### src/ocsc_defs.svh
`ifndef OCSC_DEFS_SVH
`define OCSC_DEFS_SVH

// Register byte offsets
`define OCSC_CTRL_OFS        4'h0
`define OCSC_STATUS_OFS      4'h4

// Control register fields
`define OCSC_F_EXT_MODE      0
`define OCSC_F_MSA_EN        1
`define OCSC_F_SLAVE         2
`define OCSC_F_DEMUX         3
`define OCSC_F_DDR_PHASE     4
`define OCSC_F_RST_EN        5
`define OCSC_F_AP_ADJ_LO     6
`define OCSC_F_AP_ADJ_HI     7

// Status register fields
`define OCSC_F_HELD          0
`define OCSC_F_COUNTING      1
`define OCSC_F_PHASE_LO      2
`define OCSC_F_PHASE_HI      3
`define OCSC_F_REF_SEEN      4
`define OCSC_F_PULSES_LO     5
`define OCSC_F_PULSES_HI     6

// Reset values
`define OCSC_CTRL_RST        8'h00
`define OCSC_PHASE_RST       2'h0

// Timing
`define OCSC_CLK_NS          50
`define OCSC_OD_NS           100
`define OCSC_OD_CYC          ((`OCSC_OD_NS + `OCSC_CLK_NS - 1) / `OCSC_CLK_NS)
`define OCSC_PIPE_LAT        3
`define OCSC_DLY_DEPTH       8
`define OCSC_DLY_FIXED       2
`define OCSC_ALIGN_90        3'h4
`define OCSC_ALIGN_0         3'h5
`define OCSC_SYNC_LAT        3
`define OCSC_PHASE_HIGH      2'h2

`endif

### src/ocsc_pkg.sv
package ocsc_pkg;

  typedef enum logic [1:0] {
    OCSC_HOLD_IDLE,
    OCSC_HOLD_ACTIVE,
    OCSC_HOLD_COUNT
  } ocsc_hold_e;

  typedef struct packed {
    logic       extended_control_mode;
    logic       msa_en;
    logic       slave;
    logic       demux;
    logic       ddr_phase;
    logic       rst_en;
    logic [1:0] ap_adj;
  } ocsc_ctrl_s;

  typedef struct packed {
    ocsc_ctrl_s  ctrl;
    logic [1:0]  phase;
    logic        ref_prev;
    ocsc_hold_e  hold;
    logic [2:0]  align_cnt;
    logic        ref_seen;
    logic [1:0]  pulses;
    logic        clk_pre;
    logic [31:0] rdata;
  } ocsc_state_s;

endpackage : ocsc_pkg

### src/ocsc_top.sv
// How it works
// RQ1 - Slave realigns output clock on every reference edge
// RQ2 - Reference phase clock is the only alignment input
// RQ3 - Output clock delayed by latency plus delay minus adjust
// RQ4 - Demux mode divides sample clock by four
// RQ5 - Reference edge picks slave output clock phase
// RQ6 - Alignment configured only through control register
// RQ7 - Reset pulse off after reset, needs extended mode
// RQ8 - In-phase and quadrature clocks share one source
// RQ9 - Reset pulse accepted at any time
// RQ10 - Held high in demux, toggles in non-demux
// RQ11 - One narrow pulse may appear entering hold
// RQ12 - Phase select high aligns four cycles after release
// RQ13 - Phase select low aligns five cycles after release
// RQ14 - Clock resumes after output delay past aligning edge
// RQ15 - Controller sends dummy pulse then aligning pulse
// RQ16 - Controller programs equal phase selects on masters
// RQ17 - Released reset pulse sampled through synchroniser
//
// Chosen here: the placing of the registers and the address-and-strobe port.
`timescale 1ns/1ps
`default_nettype none
`include "ocsc_defs.svh"

module ocsc_top
  import ocsc_pkg::*;
(
  input  wire logic        clk_i,
  input  wire logic        rst_n_i,
  input  wire logic [3:0]  addr_i,
  input  wire logic [31:0] wdata_i,
  input  wire logic        wr_i,
  input  wire logic        rd_i,
  output logic      [31:0] rdata_o,
  input  wire logic        ref_phase_clk_i,
  input  wire logic        output_clock_reset_pulse_i,
  output logic             in_phase_output_clock_o,
  output logic             quadrature_output_clock_o,
  output logic             ref_phase_clk_o
);

  ////////////////////////////////////////////////////////////////////////////
  // Reset release and input synchronisers

  logic rst_n;
  logic ref_sync;
  logic rst_pulse_sync;

  ocsc_sync u_rst_sync (
    .clk_i   (clk_i),
    .rst_n_i (rst_n_i),
    .d_i     (1'b1),
    .q_o     (rst_n)
  );

  ocsc_sync u_ref_sync (
    .clk_i   (clk_i),
    .rst_n_i (rst_n),
    .d_i     (ref_phase_clk_i),
    .q_o     (ref_sync)
  );

  // Asynchronous pulse is caught on sample-clock edges, so every device
  // sharing the clock counts the same edges to the aligning one
  ocsc_sync u_pulse_sync (
    .clk_i   (clk_i),
    .rst_n_i (rst_n),
    .d_i     (output_clock_reset_pulse_i),
    .q_o     (rst_pulse_sync)
  );                                                    // see RQ9, see RQ17

  ////////////////////////////////////////////////////////////////////////////
  // Helpers

  function automatic logic reg_hit(
    input logic [3:0] addr,
    input logic [3:0] ofs
  );
    reg_hit = (addr == ofs);
  endfunction : reg_hit

  // Control word into fields; the reset function cannot stand without
  // extended mode, so a write asking for it alone stores it off
  function automatic ocsc_ctrl_s ctrl_decode(
    input logic [31:0] wdata
  );
    ctrl_decode                       = '0;
    ctrl_decode.extended_control_mode = wdata[`OCSC_F_EXT_MODE];
    ctrl_decode.msa_en                = wdata[`OCSC_F_MSA_EN];                       // see RQ6
    ctrl_decode.slave                 = wdata[`OCSC_F_SLAVE];
    ctrl_decode.demux                 = wdata[`OCSC_F_DEMUX];
    ctrl_decode.ddr_phase             = wdata[`OCSC_F_DDR_PHASE];
    ctrl_decode.rst_en                = wdata[`OCSC_F_RST_EN] && wdata[`OCSC_F_EXT_MODE]; // see RQ7
    ctrl_decode.ap_adj                = wdata[`OCSC_F_AP_ADJ_HI:`OCSC_F_AP_ADJ_LO];
  endfunction : ctrl_decode

  // Fields back to their bit positions; the struct order is not the word's
  function automatic logic [31:0] ctrl_word(
    input ocsc_ctrl_s ctrl
  );
    ctrl_word                                      = 32'h0000_0000;
    ctrl_word[`OCSC_F_EXT_MODE]                    = ctrl.extended_control_mode;
    ctrl_word[`OCSC_F_MSA_EN]                      = ctrl.msa_en;
    ctrl_word[`OCSC_F_SLAVE]                       = ctrl.slave;
    ctrl_word[`OCSC_F_DEMUX]                       = ctrl.demux;
    ctrl_word[`OCSC_F_DDR_PHASE]                   = ctrl.ddr_phase;
    ctrl_word[`OCSC_F_RST_EN]                      = ctrl.rst_en;
    ctrl_word[`OCSC_F_AP_ADJ_HI:`OCSC_F_AP_ADJ_LO] = ctrl.ap_adj;
  endfunction : ctrl_word

  function automatic logic [31:0] status_word(
    input ocsc_state_s s
  );
    status_word                                      = 32'h0000_0000;
    status_word[`OCSC_F_HELD]                        = (s.hold != OCSC_HOLD_IDLE);
    status_word[`OCSC_F_COUNTING]                    = (s.hold == OCSC_HOLD_COUNT);
    status_word[`OCSC_F_PHASE_HI:`OCSC_F_PHASE_LO]   = s.phase;
    status_word[`OCSC_F_REF_SEEN]                    = s.ref_seen;
    status_word[`OCSC_F_PULSES_HI:`OCSC_F_PULSES_LO] = s.pulses;
  endfunction : status_word

  // Unmapped addresses read as zero
  function automatic logic [31:0] read_word(
    input logic [3:0]  addr,
    input ocsc_state_s s
  );
    if (reg_hit(addr, `OCSC_CTRL_OFS)) begin
      read_word = ctrl_word(s.ctrl);
    end else if (reg_hit(addr, `OCSC_STATUS_OFS)) begin
      read_word = status_word(s);
    end else begin
      read_word = 32'h0000_0000;
    end
  endfunction : read_word

  ////////////////////////////////////////////////////////////////////////////
  // Timing selections

  // Latency plus output delay, less the aperture adjust
  function automatic logic [2:0] tap_select(
    input logic [1:0] ap_adj
  );
    tap_select = 3'(`OCSC_PIPE_LAT + `OCSC_OD_CYC) - {1'b0, ap_adj};       // see RQ3
  endfunction : tap_select

  // Edges from the seen release to the aligning edge
  function automatic logic [2:0] align_load(
    input logic ddr_phase
  );
    align_load = ddr_phase ? `OCSC_ALIGN_90 : `OCSC_ALIGN_0;             // see RQ12, see RQ13
  endfunction : align_load

  // Master's phase once its edge is through the synchroniser, led by our
  // own output path so both output clocks land on the same phase
  function automatic logic [1:0] slave_phase(
    input logic [2:0] tap_sel
  );
    slave_phase = `OCSC_PHASE_HIGH + 2'(`OCSC_SYNC_LAT) + 2'(`OCSC_DLY_FIXED) + tap_sel[1:0]; // see RQ5
  endfunction : slave_phase

  // Quarter rate in demux and held high there during a reset pulse;
  // half rate otherwise and never held
  function automatic logic clk_shape(
    input logic       demux,
    input logic       held,
    input logic [1:0] phase
  );
    if (demux) begin
      clk_shape = held ? 1'b1 : phase[1];                              // see RQ4, see RQ10, see RQ11
    end else begin
      clk_shape = phase[0];                                            // see RQ10
    end
  endfunction : clk_shape

  ////////////////////////////////////////////////////////////////////////////
  // State and derived controls

  ocsc_state_s s_r;
  ocsc_state_s s_nxt;
  logic [2:0]  tap;
  logic [1:0]  ref_load;
  logic        ref_rise;
  logic        pulse_on;
  logic        clk_out;

  // Latency plus output delay, less the aperture adjust
  assign tap = tap_select(s_r.ctrl.ap_adj);                                // see RQ3

  // Phase the master's counter holds when its reference edge reaches us, led by our own output path
  assign ref_load = slave_phase(tap);                                      // see RQ5

  assign ref_rise = ref_sync && !s_r.ref_prev;

  // Reset pulse only acts with the function enabled under extended mode
  assign pulse_on = s_r.ctrl.extended_control_mode && s_r.ctrl.rst_en && rst_pulse_sync; // see RQ7

  ////////////////////////////////////////////////////////////////////////////
  // Next-state logic

  always_comb begin
    s_nxt       = s_r;
    s_nxt.rdata = 32'h0000_0000;

    // Control register; this is the only way to set up alignment
    if (wr_i && reg_hit(addr_i, `OCSC_CTRL_OFS)) begin
      s_nxt.ctrl = ctrl_decode(wdata_i);                                  // see RQ6, see RQ7
    end

    // Read data stand for the one cycle after the strobe
    if (rd_i) begin
      s_nxt.rdata = read_word(addr_i, s_r);
    end

    // Free-running phase of the divided clock
    s_nxt.phase    = s_r.phase + 2'h1;
    s_nxt.ref_prev = ref_sync;

    // Slave follows the master on every reference edge, no sync pulse needed
    if (s_r.ctrl.msa_en && s_r.ctrl.slave && ref_rise) begin
      s_nxt.phase    = ref_load;                         // see RQ1, see RQ2, see RQ5
      s_nxt.ref_seen = 1'b1;
    end
    if (!s_r.ctrl.msa_en) begin
      s_nxt.ref_seen = 1'b0;
    end

    // Reset pulse hold and release sequence
    case (s_r.hold)
      OCSC_HOLD_IDLE: begin
        if (pulse_on) begin
          s_nxt.hold = OCSC_HOLD_ACTIVE;                     // see RQ9
          if (s_r.pulses != 2'h3) begin
            s_nxt.pulses = s_r.pulses + 2'h1;
          end
        end
      end
      OCSC_HOLD_ACTIVE: begin
        if (!rst_pulse_sync) begin
          s_nxt.hold      = OCSC_HOLD_COUNT;
          s_nxt.align_cnt = align_load(s_r.ctrl.ddr_phase);             // see RQ12, see RQ13
        end
      end
      OCSC_HOLD_COUNT: begin
        if (rst_pulse_sync) begin
          s_nxt.hold = OCSC_HOLD_ACTIVE;
        end else if (s_r.align_cnt == 3'h1) begin
          // Aligning edge: restart the divider on its high phase
          s_nxt.phase = `OCSC_PHASE_HIGH;                  // see RQ12, see RQ13
          s_nxt.hold  = OCSC_HOLD_IDLE;
        end else begin
          s_nxt.align_cnt = s_r.align_cnt - 3'h1;
        end
      end
      default: begin
        s_nxt.hold = OCSC_HOLD_IDLE;
      end
    endcase

    if (!(s_r.ctrl.extended_control_mode && s_r.ctrl.rst_en)) begin
      s_nxt.hold = OCSC_HOLD_IDLE;                           // see RQ7
    end

    // Divided clock before the latency pipe; entering the hold may cut the
    // last low half short
    s_nxt.clk_pre = clk_shape(s_r.ctrl.demux, (s_nxt.hold != OCSC_HOLD_IDLE), s_nxt.phase); // see RQ11
  end

  ////////////////////////////////////////////////////////////////////////////
  // State register

  always_ff @(posedge clk_i or negedge rst_n) begin
    if (!rst_n) begin
      s_r           <= '0;
      s_r.ctrl      <= `OCSC_CTRL_RST;                       // see RQ7
      s_r.phase     <= `OCSC_PHASE_RST;
      s_r.hold      <= OCSC_HOLD_IDLE;
    end else begin
      s_r <= s_nxt;
    end
  end

  ////////////////////////////////////////////////////////////////////////////
  // Output latency and delay

  // Resumed clock appears only after the pipe and output delay
  ocsc_delay_line u_dly (
    .clk_i   (clk_i),
    .rst_n_i (rst_n),
    .d_i     (s_r.clk_pre),
    .tap_i   (tap),
    .q_o     (clk_out)
  );                                                     // see RQ3, see RQ14

  // Both channel clocks come from one flop, always in step
  assign in_phase_output_clock_o   = clk_out;              // see RQ8
  assign quadrature_output_clock_o = clk_out;              // see RQ8
  assign ref_phase_clk_o           = clk_out;
  assign rdata_o                   = s_r.rdata;

endmodule : ocsc_top

`default_nettype wire

### src/ocsc_sync.sv
`timescale 1ns/1ps
`default_nettype none

module ocsc_sync (
  input  wire logic clk_i,
  input  wire logic rst_n_i,
  input  wire logic d_i,
  output logic      q_o
);

  logic meta_r;

  always_ff @(posedge clk_i or negedge rst_n_i) begin
    if (!rst_n_i) begin
      meta_r <= 1'b0;
      q_o    <= 1'b0;
    end else begin
      meta_r <= d_i;
      q_o    <= meta_r;
    end
  end

endmodule : ocsc_sync

`default_nettype wire

### src/ocsc_delay_line.sv
`timescale 1ns/1ps
`default_nettype none
`include "ocsc_defs.svh"

module ocsc_delay_line (
  input  wire logic       clk_i,
  input  wire logic       rst_n_i,
  input  wire logic       d_i,
  input  wire logic [2:0] tap_i,
  output logic            q_o
);

  logic [`OCSC_DLY_DEPTH-1:0] line_r;

  always_ff @(posedge clk_i or negedge rst_n_i) begin
    if (!rst_n_i) begin
      line_r[0] <= 1'b0;
    end else begin
      line_r[0] <= d_i;
    end
  end

  // Shift stages of the latency pipe
  genvar g;
  generate
    for (g = 1; g < `OCSC_DLY_DEPTH; g++) begin : g_stage
      always_ff @(posedge clk_i or negedge rst_n_i) begin
        if (!rst_n_i) begin
          line_r[g] <= 1'b0;
        end else begin
          line_r[g] <= line_r[g-1];
        end
      end
    end
  endgenerate

  always_ff @(posedge clk_i or negedge rst_n_i) begin
    if (!rst_n_i) begin
      q_o <= 1'b0;
    end else begin
      q_o <= line_r[tap_i];
    end
  end

endmodule : ocsc_delay_line

`default_nettype wire

### config.mk
export PLATFORM = sky130hd
export DESIGN_NAME = ocsc_top
export DESIGN_NICKNAME = d
export VERILOG_FILES = /design/src/ocsc_pkg.sv /design/src/ocsc_top.sv /design/src/ocsc_sync.sv /design/src/ocsc_delay_line.sv
export VERILOG_INCLUDE_DIRS = /design/src
export SDC_FILE = /design/constraint.sdc
export NUM_CORES = 1
export LEC_CHECK = 0
export CAP_MARGIN = 10
export CORE_MARGIN = 1
export CORE_UTILIZATION = 60
export CTS_CLUSTER_SIZE = 10
export DETAILED_ROUTE_END_ITERATION = 8
export DONT_BUFFER_PORTS = 1
export PLACE_DENSITY = 0.87
export SYNTH_ARGS = -nofsm -noshare
export SYNTH_HDL_FRONTEND = slang
export SYNTH_SLANG_ARGS = --single-unit
export TNS_END_PERCENT = 30
### constraint.sdc
create_clock -name clk_i -period 1.6 [get_ports clk_i]
set_input_delay 0.16 -clock clk_i [delete_from_list [all_inputs] [get_ports clk_i]]
set_output_delay 0.16 -clock clk_i [all_outputs]
set_load 0.03 [all_outputs]
==> impl_results.md, run 1 <==
* Status: finished with violations
* Violated checks: design-rule violations
* Post-route ant nets at 0
* Critical-path maximum fanout at 3
* Yosys top cell area share at 55.56%
* Drt total wl at 2513 um
* CORE AREA at 2829 sq um
* Boundary Pins at 77
* Synth unique cells at 35
* PortBufs at 0
* Layout cell share with drive strength beyond 1 at 15.09%
* Post-synth top area cell: dfrtp_1
* Die X at 57.48 um
* Setup crit start kind: flip-flop
* Sequential element share of the synthesized area at between 50% and 60%
* CTS Sinks at between 40 and 50
* CTS tree: done
* Area grow syn2layout at 4.404%
* Root cell of the clock tree: clkbuf_4
* Most common flop cell mapped by yosys: dfrtp_1
* H-tree depth at 2
* Pin count of the biggest net entering global routing at 40
* Multi-input gate area at 628.1 sq um
* Setup TNS at 0 ns
* Initial drt markers at 17
* Vias in the first global route at a little under 1000
* EDFF count, synth at 0
* GR Util All Layers at 17.73%
* Clock latency at the later pin of the worst-skew pair at roughly 0.34 ns
* GP Congestion at 0.7769
* Final Instance Area at 1928 sq um
* Overflow left after global routing at 0
* YS warnings at 0
* Max Cap Viol at 0
* Max rail drop VDD at 0.7824 mV
* Final Setup Violations at 0
* Post-synthesis register bit count at 41
* Vias per cell at 5.284
* Arrival @ worst endpoint at 1.79 ns
* Post-Syn Instances at 149
* Synth top area cells: dfrtp_1 (56%), buf_4 (14%), mux2_2 (4.3%), mux2i_1 (3.8%), ha_1 (2.0%)
* Commonest cells post-synth: dfrtp_1 (41), buf_4 (34), nor2_1 (10), mux2_2 (7), mux2i_1 (7)
* Initial antenna violation count at 0
* # DRC at 6
* Unrepaired setup endpoints after global routing: no
* Crit path kind: flip-flop to flip-flop
* CTS Buffer Depth at 2
* Die ar. at 3304 sq um
* Dpl hpwl at 1783 um
* Dpl cell area at 1723 sq um
* Final Util at about two thirds
* Hold WS at 0.01934 ns
* FILL cells at 204
* Final Max Slew Viols at 0
* Cell with the most instances after synthesis: dfrtp_1
* Worst reg2reg setup slack at 0.04 ns
* Cell Pwr Density at approximately 1400 nW/um^2
* HP Class: primary input to flip-flop
* Worst Clk Skew at 0.01133 ns
* First-pass GRT wire length at 4271 um
* WP data required at 1.82 ns
* Setup Buffers After CTS at 0
* Min Tclk post-route at 1.563 ns
* Asr flop ratio synth at 100.0%
* Reg area at roughly 1000 sq um
* Vias post-DR at 1004
* DR WL/cell at 13.23 um
* Die Y-Extent at 57.48 um
* Overall power at 2.727 mW
* Syn Area/Cell at 12.39 sq um
* FMAX at 639.8 MHz
* Cell Area, Synth at 1847 sq um
* Fin. Hold Viols at 0
* Clock slew at reported path FFs at 0.10 ns
* Row count at 19
* ANT cells at 0
* Initial cell density of the core at 65.28%
* Leakage power at 0.9177 nW
* CP endpoint kind: flip-flop
* Initial DRT Pass Iterations at 6
* Total CTS buffers at 5
* Post-route clock period utilization at approximately 98%
* Final #Nets at about 200
==> layout by cell type, fill, tap and decap left out, drive strengths merged, types with 2 or more instances in the layout <==
| cell type | synthesis | routed |
|---|---|---|
| a211oi | 2 | 2 |
| a21oi | 2 | 2 |
| buf | 36 | 3 |
| clkbuf | 0 | 7 |
| conb | 2 | 25 |
| dfrtp | 41 | 41 |
| dlygate4sd3 | 0 | 12 |
| ha | 3 | 3 |
| inv | 2 | 2 |
| mux2 | 8 | 8 |
| mux2i | 7 | 7 |
| nand2 | 6 | 6 |
| nand2b | 4 | 4 |
| nand3b | 2 | 2 |
| nor2 | 10 | 10 |
| nor3 | 3 | 3 |
| o21ai | 5 | 5 |
| xor2 | 2 | 2 |
==> path summary, 6_finish.rpt <==
kind,cells past startpoint,end,start
max,3,s_r[34],s_r[33]
min,2,rdata_o[0],addr_i[2]
max reg2reg,3,s_r[34],s_r[33]
min reg2reg,1,u_dly.line_r[1],u_rst_sync.q_o
max in group asynchronous,1,s_r[38],u_rst_sync.q_o
min in group asynchronous,1,u_rst_sync.q_o,rst_n_i
==> per-layer routing <==
metal | wire [um] | GRT usage (%)
met5 | 0 | 0
met1 | 1071 | 20.80
met2 | 1261 | 29.40
met3 | 144 | 5.442
met4 | 36 | 9.059
==> final cells by class <==
class / instances / area share (%)
sequential: 41 / 53.21
inverter: 2 / 0.3894
timing repair buffer: 15 / 7.398
tap: 31 / 2.012
multi-input combinational: 93 / 32.58
clock buffer: 7 / 2.855
clock inverter: 1 / 1.557
==> report_power, final <==
group,switching (mW),internal [mW]
clock,0.305,0.373
sequential,0.175,1.27
combinational,0.351,0.252
==> sequential cells by signal, summed over array words and instances (netlist names) <==
signal	count
u_dly.line_r	6
u_ref_sync.meta_r	1
s_r	20
u_dly.q_o	1
rdata_o	8
u_pulse_sync.q_o	1
u_rst_sync.meta_r	1
u_ref_sync.q_o	1
u_pulse_sync.meta_r	1
u_rst_sync.q_o	1
==> what timing repair did <==
action                                 in CTS  in global routing
setup endpoints to repair                   0                  1
gates resized for setup                     0                  0
endpoints found under the hold margin      19                  0
hold buffers                               12                  0
==> critical path, cell delays in order, from the launching register on <==
cell and delay [ns]:
dfrtp_1 0.43, ha_1 0.22, or4_4 0.50, mux2_4 0.31
==> kinds of logic (layout without fill, tap and decap cells) <==
logic type / Yosys count / after routing / synth area share [%]
XOR/XNOR: 3 / 3 / 1.423
AND/OR/NAND/NOR: 32 / 32 / 9.756
AO/OA/AOI/OAI: 14 / 14 / 5.623
flip-flops: 41 / 41 / 55.56
multiplexers: 16 / 16 / 10.09
other: 2 / 25 / 0.4067
buffers and inverters: 38 / 25 / 15.11
adder cells (fa/ha/maj): 3 / 3 / 2.033
==> through the flow <==
step,instances,setup slack (ns)
floorplan,172,0.1135
global placement,170,0.08406
detailed placement,170,0.06082
CTS,190,0.03425
global route,190,0.01075
finish,190,0.03694
Power figures use the tool's default switching activity.
==> run 2, diff against run 1 <==
--- a/config.mk
+++ b/config.mk
@@ -6,13 +6,13 @@
 export SDC_FILE = /design/constraint.sdc
 export NUM_CORES = 1
 export LEC_CHECK = 0
+export BUFFER_PORTS_ARGS = -buffer_cell sky130_fd_sc_hd__buf_2
 export CAP_MARGIN = 10
 export CORE_MARGIN = 1
-export CORE_UTILIZATION = 60
+export CORE_UTILIZATION = 47
 export CTS_CLUSTER_SIZE = 10
 export DETAILED_ROUTE_END_ITERATION = 8
-export DONT_BUFFER_PORTS = 1
-export PLACE_DENSITY = 0.87
+export PLACE_DENSITY = 0.9
 export SYNTH_ARGS = -nofsm -noshare
 export SYNTH_HDL_FRONTEND = slang
 export SYNTH_SLANG_ARGS = --single-unit
==> impl_results.md, run 2 (synthesis gave the netlist of run 1 again) <==
* Area grow syn2layout at 8.130%
* Cell family with most CP delay: simple AND/OR/NAND/NOR gates
* Clock latency at the later pin of the worst-skew pair at 0.29 ns (-0.05 ns)
* Setup Buffers After CTS at 0 (unchanged)
* Boundary Pins at 77 (unchanged)
* Worst Clk Skew at 0.005342 ns (-0.005993 ns)
* WP data required at 1.78 ns (-0.04 ns)
* Slowest CP cell: or4_4
* Met2 Use GR at 22.50% (-6.9 points)
* Vias per cell at 4.615 (-13%)
* # DRC at 0 (-6)
* Initial DRT Pass Iterations at 4 (-2)
* Internal power at 1.838 mW (-3.1%)
* Global routing's busiest layer: met2
* Switching part of the total at 31.92% (+1.5 points)
* Clock power frac at 23.4% (-1.5 points)
* Initial cell density of the core at 49.70% (-16 points)
* Leakage power at 1.003 nW (+9.3%)
* Setup TNS at 0 ns (unchanged)
* Post-route clock period utilization at 97.12% (-0.58 points)
* CP endpoint kind: flip-flop
* Dpl hpwl at 1886 um (+5.8%)
* Commonest cells after routing, fill and taps aside: dfrtp_1 (41), buf_2 (28), conb_1 (25), nor2_1 (10)
* Die Y-Extent at 64.69 um (+13%)
* CTS Sinks at 41 (unchanged)
* Initial drt markers at 42 (+25)
* Clock slew at reported path FFs at 0.07 ns (-0.03 ns)
* Min Tclk post-route at 1.554 ns (-0.009210 ns)
* FILL cells at 330 (+62%)
* Total CTS buffers at 5 (unchanged)
* DR WL/cell at 11.46 um (-13%)
* Drt total wl at 2591 um (+3.1%)
* CTS Buffer Depth at 2 (unchanged)
* Largest register FFs at 20 (unchanged)
* CP Cell Sequence: ha_1 > or4_4 > mux2_4
* Root cell of the clock tree: clkbuf_8
* First-pass GRT wire length at 4464 um (+4.5%)
* Critical-path maximum fanout at 3 (unchanged)
* CORE AREA at 3716 sq um (+31%)
* FMAX at 643.6 MHz (+0.59%)
* Cell Pwr Density at 1352 nW/um^2 (-4.4%)
* Fin. Hold Viols at 0 (unchanged)
* CTS tree: done
* Met3 usage at 4.225% (-1.2 points)
* Unrepaired setup endpoints after global routing: no
* Vias in the first global route at 1000 (+3.3%)
* Most common cell after layout, fill and taps aside: dfrtp_1
* ANT cells at 0 (unchanged)
* GR Util All Layers at 14.56% (-3.2 points)
* Worst path max stage delay at 0.50 ns (about the same)
* Top reg by flops: s_r
* Arrival @ worst endpoint at 1.73 ns (-0.06 ns)
* Layout cell share with drive strength beyond 1 at 29.21% (+14 points)
* Crit path kind: flip-flop to flip-flop
* Status: completed
* Met1 usage at 17.84% (-3.0 points)
* Comb power frac at 23.2% (+1.1 points)
* NetSw at 0.8619 mW (+3.7%)
* Final Max Slew Viols at 0 (unchanged)
* H-tree depth at 2 (unchanged)
* CTS resizes at 0 (unchanged)
* Max Cap Viol at 0 (unchanged)
* Initial antenna violation count at 0 (unchanged)
* Die X at 64.69 um (+13%)
* Final Setup Violations at 0 (unchanged)
* Pin count of the biggest net entering global routing at 40 (unchanged)
* Post-route ant nets at 0 (unchanged)
* Row count at 22 (+3)
* Max rail drop VDD at 0.7822 mV (about the same)
* GP Congestion at 0.8493 (+9.3%)
* Hold_buf cts at 3 (-9)
* Worst path buffer plus inverter count at 0 (unchanged)
* HP Class: primary input to flip-flop
* PortBufs at 28 (+28)
* Vias post-DR at 1043 (+3.9%)
* Die ar. at 4184 sq um (+27%)
* Sequential share of power at 53.4% (+0.4 points)
* Final #Nets at 222 (+9.4%)
* Overflow left after global routing at 0 (unchanged)
* Setup crit start kind: flip-flop
* Overall power at 2.700 mW (-1.0%)
[run 2: cell count changes in the layout (fill, tap and decap cells not counted)]
cell / delta
buf_2: +28
dlygate4sd3_1: -9
clkbuf_4: -5
clkbuf_8: +4
clkinv_2: +2
bufinv_16: -1
[run 2: worst paths after layout]
kind,start,endpoint,slack (ns),cells past startpoint
worst max register to register,s_r[33],s_r[34],0.05,3
worst min-delay path,wdata_i[7],s_r[45],0.1,2
worst max-delay path,s_r[33],s_r[34],0.05,3
worst min register to register,u_rst_sync.q_o,s_r[45],0.28,1
max in group asynchronous,u_rst_sync.q_o,s_r[36],1.00,1
min in group asynchronous,rst_n_i,u_rst_sync.meta_r,0.17,2
[run 2: area by class of cell]
type                    instances  area, sq um  share of cell area [%]
inverters                       2        7.507                  0.3759
clock inverters                 2        10.01                  0.5013
flip-flops and latches         41         1026                   51.38
clock buffers                   6        72.57                   3.634
repair buffers                 34        192.7                   9.649
well taps                      48        60.06                   3.008
multi-input cells              93        628.1                   31.45
[run 2: worst reg2reg max path, stage by stage, from the launching register on]
cell and delay, ns:
dfrtp_1 0.41, ha_1 0.22, or4_4 0.50, mux2_4 0.31
[run 2: power by group through the flow]
stage / Sequential, mW / Combinational [mW] / Clock (mW)
5_1_grt: 1.48 / 0.698 / 0.702
3_3_place_gp: 1.44 / 0.599 / 0
6_report: 1.44 / 0.628 / 0.631
4_1_cts: 1.45 / 0.634 / 0.651
3_5_place_dp: 1.47 / 0.628 / 0
2_1_floorplan: 1.45 / 0.549 / 0
[run 2: stage by stage]
stage	hold slack, ns	worst slack, ns	std cells	utilization, %	area, sq um
5_1_grt	0.08948	0.003049	226	53.74	1997
6_report	0.09507	0.04615	226	53.74	1997
3_5_place_dp	-0.05209	0.05797	215	50.71	1884
2_1_floorplan	-0.1356	0.1135	172	-	1933
4_1_cts	0.09190	0.04549	226	53.74	1997
3_3_place_gp	-0.05431	0.08597	215	50.71	1884
[run 2: layer usage]
metal / vias to the layer above / routed length [um]
met4: 0 / 60
li1: 497 / -
met2: 60 / 1178
met5: - / 0
met1: 478 / 1143
met3: 8 / 209
==> run 3, diff against run 2 <==
--- a/config.mk
+++ b/config.mk
@@ -7,11 +7,11 @@
 export NUM_CORES = 1
 export LEC_CHECK = 0
 export BUFFER_PORTS_ARGS = -buffer_cell sky130_fd_sc_hd__buf_2
-export CAP_MARGIN = 10
+export CAP_MARGIN = 15
 export CORE_MARGIN = 1
 export CORE_UTILIZATION = 47
-export CTS_CLUSTER_SIZE = 10
 export DETAILED_ROUTE_END_ITERATION = 8
+export GPL_TIMING_DRIVEN = 0
 export PLACE_DENSITY = 0.9
 export SYNTH_ARGS = -nofsm -noshare
 export SYNTH_HDL_FRONTEND = slang
==> impl_results.md, run 3 (synthesis gave the netlist of run 1 again) <==
* Status: completed
* # DRC at 0 (unchanged)
* Fin. Hold Viols at 0 (unchanged)
* WP data required at 1.78 ns (about the same)
* Die X at 64.69 um (unchanged)
* Root cell of the clock tree: clkbuf_8
* Clock slew at reported path FFs at 0.07 ns (about the same)
* Final Instance Area at 2271 sq um (+14%)
* CP endpoint kind: flip-flop
* Max rail drop VDD at 0.7423 mV (-5.1%)
* Pin count of the biggest net entering global routing at 40 (unchanged)
* First-pass GRT wire length at 4505 um (+0.92%)
* M1 WL at 1169 um (+2.3%)
* Cell Pwr Density at 1304 nW/um^2 (-3.6%)
* Crit path kind: flip-flop to flip-flop
* Die Y-Extent at 64.69 um (unchanged)
* Initial drt markers at 22 (-48%)
* Worst Clk Skew at 0.002391 ns (-0.002951 ns)
* Layout cell share with drive strength beyond 1 at 40.48% (+11 points)
* Arrival @ worst endpoint at 1.72 ns (about the same)
* PortBufs at 27 (-3.6%)
* Post-route ant nets at 0 (unchanged)
* Worst reg2reg path startpoint: s_r[33]
* Top Layer Used: met4
* Commonest cells after routing, fill and taps aside: dfrtp_1 (40), buf_4 (34), buf_2 (28), conb_1 (25), nor2_1 (10)
* Overflow left after global routing at 0 (unchanged)
* Vias per cell at 4.360 (-5.5%)
* Vias in the first global route at 1047 (+4.7%)
* Most common cell after layout, fill and taps aside: dfrtp_1
* HP Class: primary input to flip-flop
* Initial antenna violation count at 0 (unchanged)
* CTS Buffer Depth at 2 (unchanged)
* GP Congestion at 0.7964 (-6.2%)
* Area grow syn2layout at 22.97%
* CORE AREA at 3716 sq um (unchanged)
* Post-route clock period utilization at 96.45% (-0.67 points)
* Initial DRT Pass Iterations at 4 (unchanged)
* Routed wl met3 at 176 um (-16%)
* CP startpoint: s_r[33]
* Reg area at 1027 sq um (+0.12%)
* Leakage power at 1.189 nW (+19%)
* GR Util All Layers at 14.62% (+0.055 points)
* Place WS at 0.07913 ns (+0.02116 ns)
* Dpl hpwl at 2018 um (+7.0%)
* Max Cap Viol at 0 (unchanged)
* Initial cell density of the core at 49.70% (unchanged)
* Final Max Slew Viols at 0 (unchanged)
* FILL cells at 313 (-5.2%)
* Largest register FFs at 20 (unchanged)
* Unrepaired setup endpoints after global routing: no
* Total CTS buffers at 5 (unchanged)
* Drt total wl at 2728 um (+5.3%)
* Clock latency at the later pin of the worst-skew pair at 0.29 ns (about the same)
* Critical-path maximum fanout at 3 (unchanged)
* DR WL/cell at 10.57 um (-7.8%)
* Final #Nets at 254 (+14%)
* Hold_sp: wdata_i[2]
* Min Tclk post-route at 1.543 ns (-0.01068 ns)
* Worst-margin pin slew at 0.8009 ns
* Die ar. at 4184 sq um (unchanged)
* H-tree depth at 2 (unchanged)
* Worst relative slew slack at between 40% and 50%
* Dpl cell area at 2130 sq um (+13%)
* Row count at 22 (unchanged)
* Boundary Pins at 77 (unchanged)
* Multi-input gate area at 628.1 sq um (unchanged)
* ANT cells at 0 (unchanged)
* CTS tree: done
* Final Setup Violations at 0 (unchanged)
* Top reg by flops: s_r
* Fin worst setup slack at 0.05683 ns (+0.01068 ns)
* Hold_buf cts at 3 (unchanged)
* Vias post-DR at 1125 (+7.9%)
* Met2 wire len at 1334 um (+13%)
* Setup Buffers After CTS at 0 (unchanged)
* Overall power at 2.960 mW (+9.6%)
* CTS Sinks at 41 (unchanged)
* CTS resizes at 0 (unchanged)
* Setup crit start kind: flip-flop
* Setup TNS at 0 ns (unchanged)
* FMAX at 648.0 MHz (+0.69%)
-- run 3: cell types whose count changed in the layout (fill, tap and decap cells not counted) --
cell       previous run  this run
bufinv_16             0         1
buf_4                 3        34
buf_6                 0         1
clkinv_2              2         0
clkinv_4              0         1
dfrtp_2               0         1
dfrtp_1              41        40
-- run 3: stage by stage --
stage	utilization [%]	cells	hold WS, ns
3_3_place_gp	57.27	247	-0.05393
5_1_grt	61.11	258	0.08559
6_report	61.11	258	0.09534
4_1_cts	61.11	258	0.08979
3_5_place_dp	57.31	247	-0.05425
2_1_floorplan	-	172	-0.1356
-- run 3: final timing paths --
| path | cells past startpoint | slack (ns) | endpoint |
|---|---|---|---|
| max | 3 | 0.06 | s_r[34] |
| min reg2reg | 0 | 0.35 | u_ref_sync.q_o |
| min | 2 | 0.1 | s_r[49] |
| max in group asynchronous | 0 | 0.73 | rdata_o[0] |
| min in group asynchronous | 2 | 0.17 | u_rst_sync.q_o |
| max reg2reg | 3 | 0.06 | s_r[34] |
-- run 3: layout make-up --
cell class                 count  share of cell area, %
inverter                       2                 0.3306
multi-input combinational     93                  27.66
tap                           48                  2.645
buffer                        36                  11.96
clock buffer                   6                  3.196
timing repair buffer          30                  7.273
clock inverter                 2                  1.708
sequential                    41                  45.23
-- run 3: per-layer routing --
layer / up-vias / GRT usage (%)
met4: 0 / 7.500
met1: 517 / 16.51
met3: 5 / 3.873
met2: 45 / 25.26
met5: - / 0
li1: 558 / -
-- run 3: worst max-delay path, cell delays in order, from the launching register on --
cell and delay (ns):
dfrtp_1 0.42, ha_1 0.21, or4_4 0.50, mux2_4 0.31
-- run 3: report_power, final --
group	internal (mW)	switching (mW)
clock network	0.468	0.338
logic	0.334	0.359
registers	1.27	0.188
